==> config.mk <==
export PLATFORM = sky130hd
export DESIGN_NAME = ewt_trip_unit
export DESIGN_NICKNAME = d
export VERILOG_FILES = /design/src/rtl/ewt_trip_unit.v
export VERILOG_INCLUDE_DIRS = /design/src /design/src/rtl
export SDC_FILE = /design/constraint.sdc
export NUM_CORES = 2
export LEC_CHECK = 0
export BUFFER_PORTS_ARGS = -buffer_cell sky130_fd_sc_hd__buf_4
export CAP_MARGIN = 10
export CORE_UTILIZATION = 47
export CTS_BUF_LIST = sky130_fd_sc_hd__clkbuf_8
export CTS_CLUSTER_DIAMETER = 120
export DETAILED_ROUTE_END_ITERATION = 8
export PLACE_DENSITY_LB_ADDON = 0.15
export SYNTH_ARGS = -nofsm -noshare
export SYNTH_HDL_FRONTEND = slang
export SYNTH_SLANG_ARGS = --single-unit
==> constraint.sdc <==
create_clock -name REF_CLK -period 7.65 [get_ports REF_CLK]
set_input_delay 2.295 -clock REF_CLK [delete_from_list [all_inputs] [get_ports REF_CLK]]
set_output_delay 2.295 -clock REF_CLK [all_outputs]
set_load 0.02 [all_outputs]
==> src/rtl/ewt_trip_regs.vh <==
// Constants for the event trippoint wait unit.
// Assumes a 125 MHz REF_CLK and a 32-bit AXI4-Lite master.
`ifndef EWT_TRIP_REGS_VH
`define EWT_TRIP_REGS_VH
// Register byte offsets
`define EWT_OFS_PERIOD 8'h00
`define EWT_OFS_TMO 8'h04
`define EWT_OFS_STAT 8'h08
`define EWT_OFS_MASK 8'h0C
`define EWT_OFS_STATE 8'h10
// Reset values
`define EWT_PERIOD_RST 16'h03E8
`define EWT_TMO_RST 16'h0000
`define EWT_MASK_RST 3'h0
// Status and mask bit positions
`define EWT_ST_TRIP 0
`define EWT_ST_TMO 1
`define EWT_ST_REJ 2
// State register fields
`define EWT_SR_STALL 0
`define EWT_SR_OP_LO 4
`define EWT_SR_SC_LO 8
// Trigger opcodes
`define EWT_OP_DONE 4'h0
`define EWT_OP_MDIST 4'h1
`define EWT_OP_INCR 4'h2
`define EWT_OP_ABS 4'h3
`define EWT_OP_FWD 4'h4
`define EWT_OP_REV 4'h5
`define EWT_OP_INPOS 4'h6
`define EWT_OP_INPUT 4'h7
`define EWT_OP_SLEW 4'h8
`define EWT_OP_TREF 4'h9
`define EWT_OP_PATH 4'hA
`define EWT_OP_DELAY 4'hB
// Stop code after an in-position timeout
`define EWT_SC_TMO 8'h63
// Timing
`define EWT_CLK_NS 8
`define EWT_MS_NS 1000000
`define EWT_TM_UNIT_NS 976
// AXI responses
`define EWT_RESP_OK 2'h0
`define EWT_RESP_ERR 2'h2
`endif

==> src/rtl/ewt_trip_unit.v <==
// Event trippoint wait unit: stalls the program sequencer
// until the decoded trigger's condition is met.
// Assumes profiler inputs share REF_CLK; DIG_IN are pins.
//
// Function
// Trigger decode stalls sequencer until tripped
// Wait until all selected axes done
// Release after relative distance from start
// Release after step since previous step
// Wait until absolute position reached
// Forward crossing, immediate if already past
// Reverse crossing, immediate if already past
// In-position wait, timeout sets code, branches
// Wait for input 1..8 at level
// Wait until axis at slew speed
// Time reference capture, wait, rearm
// Unit selector picks samples or milliseconds
// Millisecond delay stalls for n ms
// Millisecond delays independent of sample period
// Default period gives 976 us samples
// Release after path distance covered
// Reject relative move while motion busy
// Position trippoints evaluated per sample
// Re-evaluate each tick, release first hit
`timescale 1ns/10ps
`include "ewt_trip_regs.vh"
module ewt_trip_unit #(
   parameter MS_CYCLES = `EWT_MS_NS / `EWT_CLK_NS
) (
   // Clock and reset
   input wire REF_CLK,
   input wire RST_N,
   // AXI4-Lite slave
   input wire [7:0] AWADDR,
   input wire AWVALID,
   output reg AWREADY,
   input wire [31:0] WDATA,
   input wire [3:0] WSTRB,
   input wire WVALID,
   output reg WREADY,
   output reg [1:0] BRESP,
   output reg BVALID,
   input wire BREADY,
   input wire [7:0] ARADDR,
   input wire ARVALID,
   output reg ARREADY,
   output reg [31:0] RDATA,
   output reg [1:0] RRESP,
   output reg RVALID,
   input wire RREADY,
   // Sequencer trigger port
   input wire TRIG_VALID,
   input wire [3:0] TRIG_OP,
   input wire [31:0] TRIG_ARG,
   input wire TRIG_UNIT,
   input wire TRIG_AUX,
   output reg SEQ_STALL,
   output reg TRIG_DONE,
   output reg TMO_BRANCH,
   output reg [7:0] STOP_CODE,
   // Relative move request
   input wire MOVE_REQ,
   output reg MOVE_ACCEPT,
   output reg MOVE_REJECT,
   // Profiler and feedback
   input wire [3:0] MOTION_DONE,
   input wire MOVE_START,
   input wire AT_SLEW,
   input wire [31:0] CMD_POS,
   input wire [31:0] ENC_POS,
   input wire [31:0] AUX_POS,
   input wire [31:0] PATH_DIST,
   // Digital input pins
   input wire [7:0] DIG_IN,
   // Servo tick and interrupt
   output reg SERVO_TICK,
   output reg IRQ
);

   localparam ST_IDLE = 1'b0;
   localparam ST_WAIT = 1'b1;
   localparam [31:0] TM_UNIT_FULL = `EWT_TM_UNIT_NS / `EWT_CLK_NS;
   localparam [31:0] MS_FULL = MS_CYCLES;
   localparam [23:0] TM_UNIT_CYC = TM_UNIT_FULL[23:0];
   localparam [23:0] MS_CYC = MS_FULL[23:0];

   // Input synchroniser, first stage read only by second
   reg [7:0] din_s1_q;
   reg [7:0] din_s2_q;
   always @(posedge REF_CLK) begin
      if (!RST_N) begin
         din_s1_q <= 8'h00;
         din_s2_q <= 8'h00;
      end else begin
         din_s1_q <= DIG_IN;
         din_s2_q <= din_s1_q;
      end
   end

   // Registers
   reg [15:0] period_q;
   reg [15:0] tmo_q;
   reg [2:0] stat_q;
   reg [2:0] mask_q;

   // Sample and millisecond time bases
   reg [23:0] smp_div_q;
   reg [23:0] ms_div_q;
   reg smp_tick_q;
   reg ms_tick_q;
   reg [31:0] smp_cnt_q;
   reg [31:0] ms_cnt_q;
   wire [15:0] period_eff = (period_q == 16'h0000) ? 16'h0001 : period_q;
   wire [39:0] smp_prod = period_eff * TM_UNIT_CYC;
   wire [23:0] smp_len = smp_prod[23:0];
   // sample period from register
   // ms base fixed to REF_CLK, not the period
   always @(posedge REF_CLK) begin
      if (!RST_N) begin
         smp_div_q <= 24'h000000;
         ms_div_q <= 24'h000000;
         smp_tick_q <= 1'b0;
         ms_tick_q <= 1'b0;
         smp_cnt_q <= 32'h00000000;
         ms_cnt_q <= 32'h00000000;
      end else begin
         smp_tick_q <= 1'b0;
         ms_tick_q <= 1'b0;
         if (smp_div_q >= smp_len - 24'h000001) begin
            smp_div_q <= 24'h000000;
            smp_tick_q <= 1'b1;
            smp_cnt_q <= smp_cnt_q + 32'h00000001;
         end else begin
            smp_div_q <= smp_div_q + 24'h000001;
         end
         if (ms_div_q >= MS_CYC - 24'h000001) begin
            ms_div_q <= 24'h000000;
            ms_tick_q <= 1'b1;
            ms_cnt_q <= ms_cnt_q + 32'h00000001;
         end else begin
            ms_div_q <= ms_div_q + 24'h000001;
         end
      end
   end

   // Trigger state
   reg state_q;
   reg [3:0] op_q;
   reg [31:0] arg_q;
   reg [31:0] tgt_q;
   reg unit_q;
   reg aux_q;
   reg dir_q;
   reg [31:0] dly_q;
   reg [31:0] tmo_cnt_q;
   reg [31:0] start_q;
   reg [31:0] step_q;
   reg [31:0] path_q;
   reg [31:0] ref_smp_q;
   reg [31:0] ref_ms_q;

   wire [31:0] arg_mag = TRIG_ARG[31] ? (32'h00000000 - TRIG_ARG) : TRIG_ARG;
   wire [31:0] trig_pos = TRIG_AUX ? AUX_POS : CMD_POS;
   wire [31:0] pos_sel = aux_q ? AUX_POS : CMD_POS;
   wire unit_tick = unit_q ? smp_tick_q : ms_tick_q;
   wire timed = (op_q == `EWT_OP_TREF) || (op_q == `EWT_OP_DELAY);
   // position checks only on sample ticks
   wire eval = timed ? unit_tick : smp_tick_q;
   wire [31:0] now_t = unit_q ? smp_cnt_q : ms_cnt_q;
   wire [31:0] ref_t = unit_q ? ref_smp_q : ref_ms_q;
   wire [31:0] elapsed = now_t - ref_t;
   wire [31:0] dly_nx = dly_q + 32'h00000001;
   // Index from the magnitude; the sign only selects the level
   wire [2:0] in_idx = tgt_q[2:0] - 3'h1;
   wire accept = (state_q == ST_IDLE) && TRIG_VALID;
   wire tref_now = (TRIG_OP == `EWT_OP_TREF) && (TRIG_ARG == 32'h00000000);

   function reach;
      input [31:0] p;
      input [31:0] t;
      input d;
      begin
         reach = d ? ($signed(p) >= $signed(t)) : ($signed(p) <= $signed(t));
      end
   endfunction

   reg hit;
   always @* begin
      hit = 1'b0;
      case (op_q)
         // all selected axes done
         `EWT_OP_DONE: hit = &(MOTION_DONE | ~arg_q[3:0]);
         // distance from move start
         `EWT_OP_MDIST: hit = reach(CMD_POS, tgt_q, dir_q);
         // distance from previous step
         `EWT_OP_INCR: hit = reach(CMD_POS, tgt_q, dir_q);
         // absolute position reached
         `EWT_OP_ABS: hit = reach(pos_sel, tgt_q, dir_q);
         // forward crossing
         `EWT_OP_FWD: hit = $signed(pos_sel) >= $signed(tgt_q);
         // reverse crossing
         `EWT_OP_REV: hit = $signed(pos_sel) <= $signed(tgt_q);
         // profile done and encoder at target
         `EWT_OP_INPOS: hit = MOTION_DONE[0] && reach(ENC_POS, tgt_q, dir_q);
         // input level, sign gives level
         `EWT_OP_INPUT: hit = din_s2_q[in_idx] == ~arg_q[31];
         // slew speed reached
         `EWT_OP_SLEW: hit = AT_SLEW;
         // units after reference
         `EWT_OP_TREF: hit = elapsed >= tgt_q;
         // path distance covered
         `EWT_OP_PATH: hit = PATH_DIST >= tgt_q;
         // delay count reached
         `EWT_OP_DELAY: hit = dly_nx >= tgt_q;
         default: hit = 1'b1;
      endcase
   end

   wire tmo_hit = (op_q == `EWT_OP_INPOS) && (tmo_q != 16'h0000) && ms_tick_q &&
      (tmo_cnt_q + 32'h00000001 >= {16'h0000, tmo_q});
   // release on first tick that holds
   wire release_now = (state_q == ST_WAIT) && eval && hit;
   wire tmo_now = (state_q == ST_WAIT) && !(eval && hit) && tmo_hit;
   wire move_busy = !MOTION_DONE[0];

   always @(posedge REF_CLK) begin
      if (!RST_N) begin
         state_q <= ST_IDLE;
         op_q <= `EWT_OP_DONE;
         arg_q <= 32'h00000000;
         tgt_q <= 32'h00000000;
         unit_q <= 1'b0;
         aux_q <= 1'b0;
         dir_q <= 1'b0;
         dly_q <= 32'h00000000;
         tmo_cnt_q <= 32'h00000000;
         start_q <= 32'h00000000;
         step_q <= 32'h00000000;
         path_q <= 32'h00000000;
         ref_smp_q <= 32'h00000000;
         ref_ms_q <= 32'h00000000;
         SEQ_STALL <= 1'b0;
         TRIG_DONE <= 1'b0;
         TMO_BRANCH <= 1'b0;
         STOP_CODE <= 8'h00;
         MOVE_ACCEPT <= 1'b0;
         MOVE_REJECT <= 1'b0;
      end else begin
         TRIG_DONE <= 1'b0;
         TMO_BRANCH <= 1'b0;
         MOVE_ACCEPT <= 1'b0;
         MOVE_REJECT <= 1'b0;
         // relative move refused while moving
         if (MOVE_REQ) begin
            MOVE_ACCEPT <= !move_busy;
            MOVE_REJECT <= move_busy;
         end
         if (MOVE_START) begin
            start_q <= CMD_POS;
            step_q <= CMD_POS;
            path_q <= PATH_DIST;
         end
         if (accept && tref_now) begin
            // zero argument captures reference
            ref_smp_q <= smp_cnt_q;
            ref_ms_q <= ms_cnt_q;
            TRIG_DONE <= 1'b1;
         end else if (accept) begin
            // stall until tripped
            state_q <= ST_WAIT;
            SEQ_STALL <= 1'b1;
            op_q <= TRIG_OP;
            arg_q <= TRIG_ARG;
            // selector 1 is samples
            unit_q <= TRIG_UNIT;
            aux_q <= TRIG_AUX;
            dly_q <= 32'h00000000;
            tmo_cnt_q <= 32'h00000000;
            dir_q <= !TRIG_ARG[31];
            case (TRIG_OP)
               `EWT_OP_MDIST: tgt_q <= start_q + TRIG_ARG;
               `EWT_OP_INCR: tgt_q <= step_q + TRIG_ARG;
               `EWT_OP_PATH: tgt_q <= path_q + arg_mag;
               `EWT_OP_TREF: tgt_q <= arg_mag;
               `EWT_OP_DELAY: tgt_q <= arg_mag;
               `EWT_OP_INPUT: tgt_q <= arg_mag;
               default: tgt_q <= TRIG_ARG;
            endcase
            if (TRIG_OP == `EWT_OP_ABS)
               dir_q <= $signed(TRIG_ARG) >= $signed(trig_pos);
            if (TRIG_OP == `EWT_OP_INPOS)
               dir_q <= $signed(TRIG_ARG) >= $signed(ENC_POS);
         end
         if (state_q == ST_WAIT) begin
            if (unit_tick)
               dly_q <= dly_nx;
            if (ms_tick_q)
               tmo_cnt_q <= tmo_cnt_q + 32'h00000001;
         end
         if (release_now) begin
            state_q <= ST_IDLE;
            SEQ_STALL <= 1'b0;
            TRIG_DONE <= 1'b1;
            // step reference follows each MDIST or INCR release
            if ((op_q == `EWT_OP_MDIST) || (op_q == `EWT_OP_INCR))
               step_q <= tgt_q;
            // path reference follows each PATH release
            if (op_q == `EWT_OP_PATH)
               path_q <= tgt_q;
            // negative argument rearms reference
            if ((op_q == `EWT_OP_TREF) && arg_q[31]) begin
               if (unit_q)
                  ref_smp_q <= smp_cnt_q;
               else
                  ref_ms_q <= ms_cnt_q;
            end
         end else if (tmo_now) begin
            // timeout clears, code 99, branch
            state_q <= ST_IDLE;
            SEQ_STALL <= 1'b0;
            STOP_CODE <= `EWT_SC_TMO;
            TMO_BRANCH <= 1'b1;
         end
      end
   end

   // AXI4-Lite write path
   wire wr_go = AWVALID && WVALID && AWREADY && WREADY;
   wire [31:0] wmask = {{8{WSTRB[3]}}, {8{WSTRB[2]}}, {8{WSTRB[1]}}, {8{WSTRB[0]}}};
   wire [31:0] wr_per = ({16'h0000, period_q} & ~wmask) | (WDATA & wmask);
   wire [31:0] wr_tmo = ({16'h0000, tmo_q} & ~wmask) | (WDATA & wmask);
   wire [2:0] ev = {MOVE_REQ && move_busy, tmo_now, release_now || (accept && tref_now)};
   reg [2:0] w1c;
   reg wr_ok;
   always @* begin
      w1c = 3'h0;
      wr_ok = 1'b0;
      if (AWADDR == `EWT_OFS_PERIOD) begin
         wr_ok = 1'b1;
      end else if (AWADDR == `EWT_OFS_TMO) begin
         wr_ok = 1'b1;
      end else if (AWADDR == `EWT_OFS_STAT) begin
         wr_ok = 1'b1;
         if (wr_go && WSTRB[0])
            w1c = WDATA[2:0];
      end else if (AWADDR == `EWT_OFS_MASK) begin
         wr_ok = 1'b1;
      end else if (AWADDR == `EWT_OFS_STATE) begin
         wr_ok = 1'b1;
      end
   end

   always @(posedge REF_CLK) begin
      if (!RST_N) begin
         AWREADY <= 1'b0;
         WREADY <= 1'b0;
         BVALID <= 1'b0;
         BRESP <= `EWT_RESP_OK;
         period_q <= `EWT_PERIOD_RST;
         tmo_q <= `EWT_TMO_RST;
         mask_q <= `EWT_MASK_RST;
         stat_q <= 3'h0;
         IRQ <= 1'b0;
      end else begin
         AWREADY <= 1'b0;
         WREADY <= 1'b0;
         if (AWVALID && WVALID && !AWREADY && !BVALID) begin
            AWREADY <= 1'b1;
            WREADY <= 1'b1;
         end
         if (wr_go) begin
            BVALID <= 1'b1;
            BRESP <= wr_ok ? `EWT_RESP_OK : `EWT_RESP_ERR;
            if (AWADDR == `EWT_OFS_PERIOD)
               period_q <= wr_per[15:0];
            if (AWADDR == `EWT_OFS_TMO)
               tmo_q <= wr_tmo[15:0];
            if ((AWADDR == `EWT_OFS_MASK) && WSTRB[0])
               mask_q <= WDATA[2:0];
         end else if (BVALID && BREADY) begin
            BVALID <= 1'b0;
         end
         // Set wins over a same-cycle clear
         stat_q <= (stat_q & ~w1c) | ev;
         IRQ <= |(((stat_q & ~w1c) | ev) & mask_q);
      end
   end

   // AXI4-Lite read path
   reg [31:0] rd_val;
   reg rd_ok;
   always @* begin
      rd_val = 32'h00000000;
      rd_ok = 1'b1;
      if (ARADDR == `EWT_OFS_PERIOD) begin
         rd_val = {16'h0000, period_q};
      end else if (ARADDR == `EWT_OFS_TMO) begin
         rd_val = {16'h0000, tmo_q};
      end else if (ARADDR == `EWT_OFS_STAT) begin
         rd_val = {29'h00000000, stat_q};
      end else if (ARADDR == `EWT_OFS_MASK) begin
         rd_val = {29'h00000000, mask_q};
      end else if (ARADDR == `EWT_OFS_STATE) begin
         rd_val[`EWT_SR_STALL] = SEQ_STALL;
         rd_val[`EWT_SR_OP_LO+3:`EWT_SR_OP_LO] = op_q;
         rd_val[`EWT_SR_SC_LO+7:`EWT_SR_SC_LO] = STOP_CODE;
      end else begin
         rd_ok = 1'b0;
      end
   end

   always @(posedge REF_CLK) begin
      if (!RST_N) begin
         ARREADY <= 1'b0;
         RVALID <= 1'b0;
         RDATA <= 32'h00000000;
         RRESP <= `EWT_RESP_OK;
         SERVO_TICK <= 1'b0;
      end else begin
         SERVO_TICK <= smp_tick_q;
         ARREADY <= 1'b0;
         if (ARVALID && !ARREADY && !RVALID)
            ARREADY <= 1'b1;
         if (ARVALID && ARREADY) begin
            RVALID <= 1'b1;
            RDATA <= rd_val;
            RRESP <= rd_ok ? `EWT_RESP_OK : `EWT_RESP_ERR;
         end else if (RVALID && RREADY) begin
            RVALID <= 1'b0;
         end
      end
   end

endmodule // ewt_trip_unit

==> results by group <==
Worst setup path
  • CP max FO: 8
  • Critical Path Source Type: flop
  • Critical path data required time: 8.23 ns
  • Reg2Reg Capture Point: smp_cnt_q[10]
  • CP Class: flop to flop
  • Worst path top cell family by delay: adder cells
  • Buffers and inverters on the worst path: 9
  • Flop2flop setup slack: 0.24 ns
  • Worst path slowest cell: fa_1
  • Worst EP arrival: 7.99 ns
  • Critical Path End Type: flop
  • Worst-case reg-to-reg path depth: 39
  • Crit-path max cell delay: 0.50 ns

Power
  • Logic gate share of total power: 22.3%
  • Seq pwr share: 38.5%
  • Internal power: 4497 uW
  • Clk pwr share: 39.2%
  • Switching Share: 32.21%
  • VDD IR-drop max: 0.0001051 V
  • Pleak: 0.01915 uW
  • Power density over cell area: 153.3 nW/um^2
  • Net Sw Power: 2137 uW

Clock tree
  • CTS clk-pin slew, worst paths: 0.06 ns
  • CTS tree: done
  • Clock sinks: 466
  • CTS H-Tree Depth: 3
  • Worst-skew pair later-pin latency: 0.74 ns
  • Root buffer cell: clkbuf_8
  • CTS buffer count: 87
  • Clock buffer depth: 3

Logic synthesis
  • Post-synth top area cell: dfxtp_1
  • Seq/Total Area, Yosys: 24.91%
  • Syn Inst Count: 4,493
  • Avg Inst Size Synth: 8.335 um^2
  • #FFs+latches synth: 466
  • Top_reg_cell synth: dfxtp_1
  • EDFF count, synth: 0
  • Post-Syn Area: 37,450 um^2
  • Post-synth top area share: 24.91%
  • YS warnings: 0
  • Synth top area cells: dfxtp_1, ha_1, mux2i_1
  • Synth unique cells: 108
  • Ys async rst share: 0%

Routing
  • WL met2: 52.39 mm
  • Via count: 34,153
  • M1 WL: 53.02 mm
  • Post-route DRC: 0
  • DR top layer: met5
  • WL/cell: 20.06 um
  • Iteration-0 DRC Markers: 2,674
  • Metal3 WL: 9.653 mm
  • Drt pass-1 iters: 5
  • Drt via density: 5.774
  • Antenna-violating nets left: 0
  • WL final: 118.6 mm

Placed design
  • IO buf count: 256
  • Detailed Place HPWL: 88.91 mm
  • Dpl cells: 5,737
  • Post-place setup slack: -0.6249 ns
  • Placer Congestion: 0.9377

Outcome
  • Outcome: complete, no violations

Worst hold path
  • Min-delay src: din_s1_q[0]
  • HP Class: flop to flop
  • Hold Path Stages: 1
  • Worst Hold End: din_s2_q[0]

Timing
  • Final worst slack: 0.2447 ns
  • Min Hold Slack: 0.4326 ns
  • Worst slew pin tran: 1.077 ns
  • Final cycle utilization of the critical path: 96.80%
  • Max Slew Vio Count: 0
  • Tmin final: 7.405 ns
  • Fin. Hold Viols: 0
  • Worst slew margin: 27.46%
  • Max Fclk: 135.0 MHz
  • Clock Skews: 0.04787 ns
  • Final setup fails: 0

Floorplanning
  • Row cnt: 103
  • Core area: 78,870 um^2
  • Die area: 80,810 um^2
  • Overall die height: 284.3 um
  • Initial core utilization: 47.48%
  • Chip Width: 284.3 um
  • Io pins: 297

Global route
  • Total track usage: 28.41%
  • Overflow after GRT: 0
  • Initial antenna violation count: 6
  • Largest net degree at the start of global routing: 158
  • Number of global-route vias before repair: 31,934
  • First-pass GRT wire length: 182.1 mm

Cells and area
  • Commonest non-fill, non-tap cells in the layout: dfxtp_1, nor2_1, ha_1
  • Layout cells sized above 1: 16.34%
  • Synthesis-to-finish area growth: 15.57%
  • FILL cells: 7,530
  • Commonest non-fill, non-tap cell in the layout: dfxtp_1
  • Final Util: 54.87%
  • NumNets Final: 5,517
  • Final std cells w/o fill: 5,915

Run
  • Max cap viols: 0
[stage by stage]
stage          setup TNS (ns)  cell area (um^2)  power, uW
2_1_floorplan               0             37560       3547
6_report                    0             43280       6634
5_1_grt               -0.5916             43270       6954
3_3_place_gp           -15.30             40790       4032
3_5_place_dp           -18.73             40790       4049
4_1_cts                     0             42780       6670
[metal layers]
metal | up-vias | global-route usage, %
li1 | 16686 | -
met1 | 16051 | 38.65
met2 | 1202 | 44.90
met3 | 212 | 5.265
met4 | 2 | 9.664
met5 | - | 0
[kinds of logic after synthesis]
kind of cell	count (synthesis)	share of synthesized area, %
xor gates and xnor gates	288	6.735
AOI/OAI and AO/OA	963	16.45
buffers and inverters	463	5.469
and+or+nand+nor	1442	18.57
DFF	466	24.91
other	1	0.01001
muxes	383	10.71
adders and majority gates	487	17.13
[worst register-to-register path: cells and delay by family (launching register included)]
kind / cells / cell delay, ns
compound gates: 12 / 2.10
buf+inv: 9 / 1.07
xor+xnor: 3 / 0.45
flops: 1 / 0.32
fa+ha+maj: 7 / 2.38
simple gates: 8 / 0.94
[area by class of cell]
| type | count | area (um^2) | share of cell area [%] |
|---|---|---|---|
| antenna | 5 | 12.51 | 0.02891 |
| timing repair buffer | 408 | 3167 | 7.317 |
| multi-input combinational | 3592 | 26700 | 61.69 |
| clock buffer | 110 | 1514 | 3.498 |
| inverter | 234 | 885.9 | 2.047 |
| sequential | 466 | 9339 | 21.58 |
| tap | 1050 | 1314 | 3.036 |
| clock inverter | 50 | 349.1 | 0.8066 |
[power by group through the flow]
stage          registers [uW]  clock network [uW]  logic [uW]
2_1_floorplan            2580                   0         970
3_3_place_gp             2600                   0        1430
3_5_place_dp             2600                   0        1450
4_1_cts                  2550                2660        1460
5_1_grt                  2560                2780        1620
6_report                 2550                2600        1480
[synth_stat cells, drive strengths merged, types with 19 or more instances]
cell type	instances
mux2	123
nor3	67
a31oi	40
o211ai	26
a22oi	21
nand2b	48
a21oi	303
o21ai	197
dfxtp	466
ha	444
xnor2	160
clkbuf	156
xor2	128
fa	43
and3	67
nand2	381
o21a	32
nand3	128
a211oi	73
inv	234
or4	19
or3	39
a21o	90
nor2	453
and2	42
buf	73
mux2i	258
nand4	77
nor2b	30
nor4	37
[worst max-delay path by stage]
stage,cells after the start,to,start
floorplan,30,smp_cnt_q[16],flop
global placement,34,smp_cnt_q[27],flop
detailed placement,34,smp_cnt_q[27],flop
CTS,38,smp_cnt_q[10],flop
global route,40,smp_cnt_q[10],flop
finish,39,smp_cnt_q[10],flop
[what timing repair did]
| action | 4_1_cts | 5_1_grt |
|---|---|---|
| pin swaps | 4 | 61 |
| setup buffers | 2 | 13 |
| gates resized for setup | 17 | 86 |
| hold buffers | 0 | 0 |
| setup endpoints to repair | 55 | 57 |
| gates cloned | 0 | 1 |
Note: power is estimated with default switching activity, not from simulation.
